==> src/design/rmrs_map.svh <==
// Purpose: offsets, field positions, reset values and counts
// Assumes: 32-bit Wishbone data, byte addresses
// Notes:   counts are in channel clock cycles
`ifndef RMRS_MAP_SVH
`define RMRS_MAP_SVH
// ----------------------------------------------------------------
// Register offsets
// ----------------------------------------------------------------
`define RMRS_OFS_TIMING   8'h00
`define RMRS_OFS_SWAP     8'h04
`define RMRS_OFS_STATUS   8'h08
// ----------------------------------------------------------------
// Field layout of row_timing_config
// ----------------------------------------------------------------
`define RMRS_TIM_PRE_LSB  0
`define RMRS_TIM_SEN_LSB  8
`define RMRS_TIM_IMP_LSB  16
`define RMRS_TIM_EXP_LSB  24
`define RMRS_TIM_MASK     32'h1F1F1F1F
`define RMRS_TIM_RST      32'h040A0701
`define RMRS_SWAP_RST     9'h000
// ----------------------------------------------------------------
// Timing counts and address layout
// ----------------------------------------------------------------
`define RMRS_OVH_CYC      11'h006
`define RMRS_CORE_FIX     11'h004
`define RMRS_REFR_ROWS    11'h004
`define RMRS_BANK_BIT     11
`define RMRS_ROW_HI       35
`define RMRS_ROW_LO       20
`endif

==> src/design/rmrs_pkg.sv <==
// Purpose: shared types of the row fetch and address swap block
// Assumes: nothing beyond the map header
// Notes:   request and answer travel as packed structs
package rmrs_pkg;
    typedef enum logic [2:0] {
        S_IDLE = 3'h0,
        S_WAIT = 3'h1,
        S_OVH  = 3'h2,
        S_EXP  = 3'h3,
        S_PRE  = 3'h4,
        S_SEN  = 3'h5,
        S_REFR = 3'h6
    } rmrs_state_e;

    typedef enum logic [1:0] {
        K_READ  = 2'h0,
        K_WRITE = 2'h1,
        K_REFR  = 2'h2
    } rmrs_kind_e;

    typedef logic [35:3] rmrs_adr_t;
    typedef logic [15:0] rmrs_row_t;

    typedef struct packed {
        logic       valid;
        rmrs_kind_e kind;
        logic       close;
        rmrs_adr_t  addr;
    } rmrs_req_s;

    typedef struct packed {
        logic valid;
        logic okay;
        logic xfer;
    } rmrs_ack_s;
endpackage

==> src/design/rmrs_addr_swap.sv <==
// Purpose: bitwise exchange of the two nine-bit address fields
// Assumes: purely combinational, one select bit per bit pair
// Notes:   select all ones swaps the fields completely
module rmrs_addr_swap (
    input  rmrs_pkg::rmrs_adr_t  addr,
    input  wire logic [8:0]      sel,
    output rmrs_pkg::rmrs_adr_t  mapped
);
    import rmrs_pkg::*;

    // ------------------------------------------------------------
    // Pass-through fields
    // ------------------------------------------------------------
    assign mapped[35:29] = addr[35:29];
    assign mapped[10:3]  = addr[10:3];

    // ------------------------------------------------------------
    // Per-pair routing
    // ------------------------------------------------------------
    genvar i;
    generate
        for (i = 0; i < 9; i++) begin : g_pair
            // Straight or crossed per pair
            assign mapped[20 + i] = sel[i] ? addr[11 + i]
                                           : addr[20 + i];
            assign mapped[11 + i] = sel[i] ? addr[20 + i]
                                           : addr[11 + i];
        end
    endgenerate
endmodule

==> src/design/rmrs_top.sv <==
// Purpose: row cache retry logic of a packet-channel memory
// Assumes: channel signals come from the link clock domain
// Notes:   intervals count synchronised link clock edges
//
// The Wishbone interface to the registers and the register addresses were decided locally.
`include "rmrs_map.svh"
module rmrs_top #(
    parameter int NBANK = 2
) (
    input  wire logic            clk_sys,
    input  wire logic            resetn,
    input  wire logic            wb_cyc_i,
    input  wire logic            wb_stb_i,
    input  wire logic            wb_we_i,
    input  wire logic [7:0]      wb_adr_i,
    input  wire logic [3:0]      wb_sel_i,
    input  wire logic [31:0]     wb_dat_i,
    output logic      [31:0]     wb_dat_o,
    output logic                 wb_ack_o,
    input  wire logic            link_clk,
    input  rmrs_pkg::rmrs_req_s  chan_req,
    output rmrs_pkg::rmrs_ack_s  chan_ack,
    output rmrs_pkg::rmrs_adr_t  mapped_address
);
    import rmrs_pkg::*;

    localparam int BW = (NBANK > 1) ? $clog2(NBANK) : 1;

    // ------------------------------------------------------------
    // Link synchronisers
    // ------------------------------------------------------------
    logic [2:0]  lclk_sh, next_lclk_sh;
    logic        lnk_lvl, next_lnk_lvl;
    rmrs_req_s   req_s1, req_s2, req_s3;
    logic        agree, tick, take;

    always_comb begin
        next_lclk_sh = {lclk_sh[1:0], link_clk};
        agree        = (lclk_sh[1] == lclk_sh[2]);
        next_lnk_lvl = agree ? lclk_sh[2] : lnk_lvl;
        // Edge counts only once stages two and three agree
        tick         = agree && lclk_sh[2] && !lnk_lvl;
        take         = tick && req_s3.valid;
    end

    // Request rides the same three stages so it lines up with tick
    always_ff @(posedge clk_sys or negedge resetn) begin
        if (!resetn) begin
            lclk_sh <= 3'h0;
            lnk_lvl <= 1'b0;
            req_s1  <= '0;
            req_s2  <= '0;
            req_s3  <= '0;
        end else begin
            lclk_sh <= next_lclk_sh;
            lnk_lvl <= next_lnk_lvl;
            req_s1  <= chan_req;
            req_s2  <= req_s1;
            req_s3  <= req_s2;
        end
    end

    // ------------------------------------------------------------
    // Wishbone registers
    // ------------------------------------------------------------
    logic [31:0] tim, next_tim;
    logic [8:0]  swap_sel, next_swap_sel;
    logic [31:0] next_dat;
    logic        next_ack;
    logic [31:0] status;

    function automatic logic [1:0] reg_dec(input logic [7:0] a);
        case (a)
            `RMRS_OFS_TIMING: reg_dec = 2'h1;
            `RMRS_OFS_SWAP:   reg_dec = 2'h2;
            `RMRS_OFS_STATUS: reg_dec = 2'h3;
            default:          reg_dec = 2'h0;
        endcase
    endfunction

    function automatic logic [31:0] merge(input logic [31:0] old,
                                          input logic [31:0] nw,
                                          input logic [3:0]  be);
        logic [31:0] r;
        r = old;
        for (int b = 0; b < 4; b++) begin
            if (be[b]) begin
                r[8*b +: 8] = nw[8*b +: 8];
            end
        end
        return r;
    endfunction

    always_comb begin
        logic [31:0] sw;
        sw            = {23'h0, swap_sel};
        next_tim      = tim;
        next_swap_sel = swap_sel;
        next_ack      = wb_cyc_i && wb_stb_i && !wb_ack_o;
        next_dat      = 32'h00000000;
        // Writes land on the edge where the master sees ack
        if (wb_cyc_i && wb_stb_i && wb_ack_o && wb_we_i) begin
            case (reg_dec(wb_adr_i))
                2'h1: next_tim = merge(tim, wb_dat_i, wb_sel_i)
                                 & `RMRS_TIM_MASK;
                2'h2: next_swap_sel = 9'(merge(sw, wb_dat_i,
                                               wb_sel_i));
                default: next_tim = tim;
            endcase
        end
        if (next_ack) begin
            case (reg_dec(wb_adr_i))
                2'h1:    next_dat = tim;
                2'h2:    next_dat = sw;
                2'h3:    next_dat = status;
                default: next_dat = 32'h00000000;
            endcase
        end
    end

    always_ff @(posedge clk_sys or negedge resetn) begin
        if (!resetn) begin
            tim      <= `RMRS_TIM_RST;
            swap_sel <= `RMRS_SWAP_RST;
            wb_ack_o <= 1'b0;
            wb_dat_o <= 32'h00000000;
        end else begin
            tim      <= next_tim;
            swap_sel <= next_swap_sel;
            wb_ack_o <= next_ack;
            wb_dat_o <= next_dat;
        end
    end

    // ------------------------------------------------------------
    // Address mapping and interval lengths
    // ------------------------------------------------------------
    rmrs_adr_t   map_adr;
    logic [BW-1:0] bank;
    rmrs_row_t   row;
    logic [10:0] t_pre, t_sen, t_imp, t_exp, hold_tot;

    rmrs_addr_swap u_swap (
        .addr   (req_s3.addr),
        .sel    (swap_sel),
        .mapped (map_adr)
    );

    function automatic logic [10:0] core(input logic [4:0] v);
        return `RMRS_CORE_FIX + {6'h00, v};
    endfunction

    // ------------------------------------------------------------
    // Bank flags and row fetch machine
    // ------------------------------------------------------------
    rmrs_state_e         st, next_st;
    logic [10:0]         cnt, next_cnt;
    logic [5:0]          imp_cnt, next_imp_cnt;
    logic [NBANK-1:0]    vld, next_vld, dirty, next_dirty;
    rmrs_row_t           row_q [NBANK];
    rmrs_row_t           next_row_q [NBANK];
    logic [BW-1:0]       tgt_bank, next_tgt_bank;
    rmrs_row_t           tgt_row, next_tgt_row;
    logic                hit, fin;

    always_comb begin
        bank  = map_adr[`RMRS_BANK_BIT +: BW];
        row   = map_adr[`RMRS_ROW_HI:`RMRS_ROW_LO];
        t_pre = core(tim[`RMRS_TIM_PRE_LSB +: 5]);
        t_sen = core(tim[`RMRS_TIM_SEN_LSB +: 5]);
        t_imp = core(tim[`RMRS_TIM_IMP_LSB +: 5]);
        t_exp = core(tim[`RMRS_TIM_EXP_LSB +: 5]);
        // Open-row term plus four refresh-row terms
        hold_tot = `RMRS_OVH_CYC + (dirty[bank] ? t_exp : 11'h000)
                 + (t_pre << 1) + t_sen
                 + `RMRS_REFR_ROWS * (`RMRS_OVH_CYC + t_imp
                                      + (t_pre << 1) + t_sen);
        hit    = vld[bank] && (row_q[bank] == row);
        status = {27'h0, (imp_cnt != 6'h00),
                  (st == S_REFR), st};
    end

    always_comb begin
        next_st       = st;
        next_cnt      = cnt;
        next_vld      = vld;
        next_dirty    = dirty;
        next_row_q    = row_q;
        next_tgt_bank = tgt_bank;
        next_tgt_row  = tgt_row;
        next_imp_cnt  = imp_cnt;
        // Every interval advances on channel clock edges
        fin = tick && (cnt == 11'h001);
        if (tick && (imp_cnt != 6'h00)) begin
            next_imp_cnt = imp_cnt - 6'h01;
        end
        if (tick && (cnt > 11'h001)) begin
            next_cnt = cnt - 11'h001;
        end
        case (st)
            S_IDLE: begin
                if (take && (req_s3.kind == K_REFR)) begin
                    next_st       = S_REFR;
                    next_cnt      = hold_tot;
                    next_tgt_bank = bank;
                end else if (take && !hit) begin
                    next_st       = S_WAIT;
                    next_tgt_bank = bank;
                    next_tgt_row  = row;
                end else if (take) begin
                    if (req_s3.kind == K_WRITE) begin
                        next_dirty[bank] = 1'b1;
                    end
                    if (req_s3.close) begin
                        // Close restores now, so no later write-back
                        next_dirty[bank] = 1'b0;
                        next_imp_cnt     = t_exp[5:0];
                    end
                end
            end
            S_WAIT: begin
                // A pending restore stretches this retry
                if (imp_cnt == 6'h00) begin
                    next_st  = S_OVH;
                    next_cnt = `RMRS_OVH_CYC;
                end
            end
            S_OVH: begin
                if (fin && dirty[tgt_bank]) begin
                    next_st  = S_EXP;
                    next_cnt = t_exp;
                end else if (fin) begin
                    next_st  = S_PRE;
                    next_cnt = t_pre;
                end
            end
            S_EXP: begin
                if (fin) begin
                    next_dirty[tgt_bank] = 1'b0;
                    next_st              = S_PRE;
                    next_cnt             = t_pre;
                end
            end
            S_PRE: begin
                if (fin) begin
                    next_st  = S_SEN;
                    next_cnt = t_sen;
                end
            end
            S_SEN: begin
                if (fin) begin
                    next_row_q[tgt_bank] = tgt_row;
                    next_vld[tgt_bank]   = 1'b1;
                    next_dirty[tgt_bank] = 1'b0;
                    next_imp_cnt         = t_imp[5:0];
                    next_st              = S_IDLE;
                end
            end
            S_REFR: begin
                if (fin) begin
                    // Cache kept, only the dirty mark goes
                    next_dirty[tgt_bank] = 1'b0;
                    next_st              = S_IDLE;
                end
            end
            default: begin
                next_st = S_IDLE;
            end
        endcase
    end

    always_ff @(posedge clk_sys or negedge resetn) begin
        if (!resetn) begin
            st       <= S_IDLE;
            cnt      <= 11'h000;
            imp_cnt  <= 6'h00;
            vld      <= '0;
            dirty    <= '0;
            tgt_bank <= '0;
            tgt_row  <= 16'h0000;
            for (int b = 0; b < NBANK; b++) begin
                row_q[b] <= 16'h0000;
            end
        end else begin
            st       <= next_st;
            cnt      <= next_cnt;
            imp_cnt  <= next_imp_cnt;
            vld      <= next_vld;
            dirty    <= next_dirty;
            tgt_bank <= next_tgt_bank;
            tgt_row  <= next_tgt_row;
            row_q    <= next_row_q;
        end
    end

    // ------------------------------------------------------------
    // Acknowledge window
    // ------------------------------------------------------------
    rmrs_ack_s next_chan_ack;
    rmrs_adr_t next_mapped;

    always_comb begin
        next_chan_ack = chan_ack;
        next_mapped   = mapped_address;
        if (take) begin
            next_chan_ack.valid = 1'b1;
            // Busy refuses everything and keeps nothing
            next_chan_ack.okay  = (st == S_IDLE)
                                && ((req_s3.kind == K_REFR) || hit);
            next_chan_ack.xfer  = next_chan_ack.okay
                                && (req_s3.kind != K_REFR);
            next_mapped         = map_adr;
        end else if (tick) begin
            // Window closes at the next channel edge
            next_chan_ack = '0;
        end
    end

    always_ff @(posedge clk_sys or negedge resetn) begin
        if (!resetn) begin
            chan_ack       <= '0;
            mapped_address <= '0;
        end else begin
            chan_ack       <= next_chan_ack;
            mapped_address <= next_mapped;
        end
    end
endmodule

==> config.mk <==
export PLATFORM = sky130hd
export DESIGN_NAME = rmrs_top
export DESIGN_NICKNAME = d
export VERILOG_FILES = /design/src/design/rmrs_pkg.sv /design/src/design/rmrs_addr_swap.sv /design/src/design/rmrs_top.sv
export VERILOG_INCLUDE_DIRS = /design/src /design/src/design
export SDC_FILE = /design/constraint.sdc
export NUM_CORES = 1
export LEC_CHECK = 0
export ABC_AREA = 1
export BUFFER_PORTS_ARGS = -buffer_cell sky130_fd_sc_hd__buf_2
export CAP_MARGIN = 20
export CORE_ASPECT_RATIO = 1.2
export CORE_UTILIZATION = 50
export CTS_CLUSTER_SIZE = 12
export DETAILED_ROUTE_END_ITERATION = 12
export PLACE_DENSITY = 0.81
export SLEW_MARGIN = 5
export SYNTH_ARGS = -nofsm -noshare
export SYNTH_HDL_FRONTEND = slang
export SYNTH_SLANG_ARGS = --single-unit
==> constraint.sdc <==
create_clock -name clk_sys -period 4.3 [get_ports clk_sys]
set_input_delay 0.215 -clock clk_sys [delete_from_list [all_inputs] [get_ports clk_sys]]
set_output_delay 0.215 -clock clk_sys [all_outputs]
set_load 0.01 [all_outputs]
==> implementation parameters <==
Parameter                              Value

Outcome
  Run status    finished, violations left
  Violated checks    negative setup slack

Yosys
  Sequential share of the synthesized area    56.7%
  Ranking of synthesized cells by instance count    324 x sky130_fd_sc_hd__nand2_1, 270 x sky130_fd_sc_hd__dfrtp_1, 187 x sky130_fd_sc_hd__inv_1
  Top-area cell type share of the netlist area    55.2%
  Number of instances in the synthesized netlist    1,320
  Proportion of synthesized flip-flops having asynchronous set or reset    100%
  Dominant register cell in the synthesized netlist    sky130_fd_sc_hd__dfrtp_1
  Yosys warning total    0
  Average cell area after synthesis    9.28 um2
  Top post-synthesis cells by area    sky130_fd_sc_hd__dfrtp_1 55%, sky130_fd_sc_hd__nand2_1 9.9%, sky130_fd_sc_hd__inv_1 5.7%
  Post-synth cell types    52
  Summed instance area of the synthesized netlist    12,200 um2
  Most frequent cell after synthesis    sky130_fd_sc_hd__nand2_1
  Number of enable flip-flop cells after synthesis    0
  Yosys reg bits    277
  Largest area contributor in the synthesized netlist    sky130_fd_sc_hd__dfrtp_1

Route
  Routed wire length    35,200 um
  Wire length per cell after detailed routing    18.4 um
  Count of TritonRoute iterations in the first routing pass    6
  DR iter-0 viols    817
  Count of antenna-violating nets left after detailed routing    0
  Via/cell ratio    5.33
  Number of vias after detailed routing    10,200
  Number of remaining DRC errors    0

STA
  Setup Total Neg Slack    -1.22 ns
  Number of failing hold endpoints at the final stage    0
  Worst relative slew slack    32.7%
  Max Clock Freq    208 MHz
  Setup violations, final    4
  Post-route clock period utilization    112%
  Final critical path time including I/O delays and setup    4.82 ns
  Clock Skews    0.0234 ns
  Count of final max-slew check failures    0
  Setup repair after global routing missed its margin    yes
  Transition at the pin with the smallest max-transition slack    1.01 ns
  Final worst setup slack    -0.519 ns

Floorplanning
  Vert. Die Dim    173 um
  Standard-cell rows    62
  Area of the placeable core    24,000 um2
  Number of ports placed on the die boundary    156
  Initial Utilization    51.1%
  Floorplan die area    25,100 um2
  Horizontal extent of the die    145 um

Flow run
  Maximum capacitance violations    0

Clocking
  Cts bufs inserted    28
  Clk pin slew, worst setup/hold paths    0.06 ns
  Clock tree root buffer cell    sky130_fd_sc_hd__clkbuf_16
  Maximum level of the CTS H-tree    1
  TritonCTS clock tree    yes
  Clock latency reported for the late side of the worst-skew pair    0.56 ns
  Clock sinks    277
  Maximum count of clock buffers along a single path    3

Critical path
  Slowest-stage cell, CP    sky130_fd_sc_hd__fa_1
  Arrival time at the worst endpoint    5.26 ns
  Series of cell instances along the critical path    ha_4 > inv_4 > fa_1 > inv_2 > ha_4 > buf_4 > buf_4 > ha_1 > nand3_1 > nand2_1 > xnor2_1 > inv_1 > ha_4 > ha_4 > ha_4 > inv_1 > nor2_2 > nor2_1 > nor2_1 > nor2_1 > xor2_1 > nor2_1 > o21bai_1
  CP Max Fanout    2
  Worst setup path startpoint    tim[11]
  Dominant delay contributor by cell family on the critical path    adder cells
  Cell seen most often among critical-path stages    sky130_fd_sc_hd__ha_4
  RR Startpoint    tim[11]
  CP Class    reg -> reg
  Startpoint type of the worst setup path    flop
  Setup crit end kind    flop
  Count of buffering cells on the critical path with inverters included    6
  CP Data Required Time    4.74 ns
  Delay of the slowest cell on the worst path    0.52 ns

Final layout
  Area growth from synthesis to final layout    25.9%
  Layout cells sized above 1    18.9%
  Cell area after layout    15,400 um2
  Net count of the finished layout    1,719

Placement
  Final RePlAce weighted congestion    0.894
  I/O Buffers    137
  Cell area reported after detailed placement    13,500 um2
  HPWL after detailed placement    21,800 um

Pwr
  Cell leakage power    7.65 nW
  Maximum resistive drop on vdd    0.000458 V
  Power density relative to cell area    446 nW/um2

Global routing
  Met2 usage in global routing    50.0%
  Global Route met3 Usage    3.34%
  Global-route wire length before repair    53,500 um
  Met1 routing resource usage after global routing    32.8%
  Overall fraction of global-route tracks in use    28.1%
  Grt total ovfl    0
  Busiest metal layer after global routing    met2
  Maximum number of pins on one net before global-route repair    111
  Initial antenna violation count    1
  Via count of the first global-routing pass    10,500

Hold path
  Start point of the worst hold path    wb_sel_i[1]
  Worst Hold Class    in -> reg
-- final cells by class --
cell class | count | area [um2]
diodes | 1 | 2.50
fillers | 1760 | 8550
repair buffers | 253 | 1740
inverters | 191 | 723
well taps | 320 | 400
flip-flops and latches | 277 | 6940
clock buffers | 43 | 777
multi-input cells | 827 | 4760
clock inverters | 5 | 77.6
-- routing by layer --
| layer | vias to the layer above | wire, um |
|---|---|---|
| met2 | 411 | 18400 |
| li1 | 4703 | - |
| met1 | 4977 | 13100 |
| met3 | 135 | 1750 |
| met5 | - | 0 |
| met4 | 0 | 1940 |
-- sequential cells by signal (all words and copies together) (netlist names), 6 cells and up, named ones only --
| signal | count |
|---|---|
| imp_cnt | 6 |
| req_s3 | 37 |
| req_s1 | 37 |
| row_q | 32 |
| tgt_row | 16 |
| wb_dat_o | 23 |
| swap_sel | 9 |
| tim | 20 |
| cnt | 11 |
| req_s2 | 37 |
| mapped_address | 33 |
-- path summary, 6_finish.rpt --
kind                               end  slack, ns  cells after the start
max                             cnt[9]      -0.52                     23
min                        swap_sel[8]       0.09                      4
max reg2reg                     cnt[9]      -0.52                     23
min reg2reg                  req_s3[4]       0.34                      0
max in group asynchronous    req_s2[8]       2.83                      3
min in group asynchronous      cnt[10]       0.29                      2
-- kinds of logic after synthesis --
logic type               after synthesis  synth area share [%]
AND/OR/NAND/NOR                      524                  17.7
flip-flops                           277                  56.7
buffers and inverters                224                  7.41
AO/OA/AOI/OAI                        208                  9.17
adder cells (fa/ha/maj)               54                  6.50
XOR/XNOR                              21                  1.50
multiplexers                          11                  1.01
other                                  1                0.0306
-- cell usage in the layout (no fill, tap or decap), types with 22 or more instances in the layout --
cell	instances
sky130_fd_sc_hd__buf_2	136
sky130_fd_sc_hd__dlygate4sd3_1	64
sky130_fd_sc_hd__clkbuf_16	28
sky130_fd_sc_hd__a21oi_1	28
sky130_fd_sc_hd__o21ai_1	23
sky130_fd_sc_hd__o21ai_0	116
sky130_fd_sc_hd__buf_4	50
sky130_fd_sc_hd__nor3_1	22
sky130_fd_sc_hd__nand2_1	321
sky130_fd_sc_hd__dfrtp_1	270
sky130_fd_sc_hd__nor2_1	84
sky130_fd_sc_hd__inv_1	180
sky130_fd_sc_hd__nand3_1	56
-- power breakdown --
group / switching (W) / total [W] / internal [W] / leakage [nW]
clock: 0.00101 / 0.00231 / 0.00130 / 0.408
combinational: 0.000919 / 0.00145 / 0.000532 / 3.78
sequential: 0.000208 / 0.00312 / 0.00291 / 3.46
total: 0.00213 / 0.00688 / 0.00475 / 7.65
-- what timing repair did --
item | CTS | global route
gates resized for setup | 19 | 29
hold buffers | 64 | 0
buffers inserted | 9 | 5
hold endpoints to repair | 168 | 0
pin swaps | 17 | 33
setup endpoints to repair | 2 | 4
-- worst min-delay path, stage by stage --
cell and delay, ns:
sky130_fd_sc_hd__buf_2 0.11, sky130_fd_sc_hd__inv_1 0.05, sky130_fd_sc_hd__nor2_1 0.06, sky130_fd_sc_hd__a31oi_1 0.16
-- stage by stage --
step,power [W],util [%],setup WS [ns],instances,hold WS [ns]
after floorplan,0.00401,-,0.0115,1328,-0.0806
final,0.00688,64.3,-0.519,1917,0.0879
after global routing,0.00723,64.3,-0.814,1917,0.0750
after CTS,0.00683,63.5,0.00814,1911,0.0617
after global placement,0.00444,56.4,-0.106,1790,0.323
after detailed placement,0.00448,56.4,-0.190,1790,0.324
(Power assumes the default switching activity.)
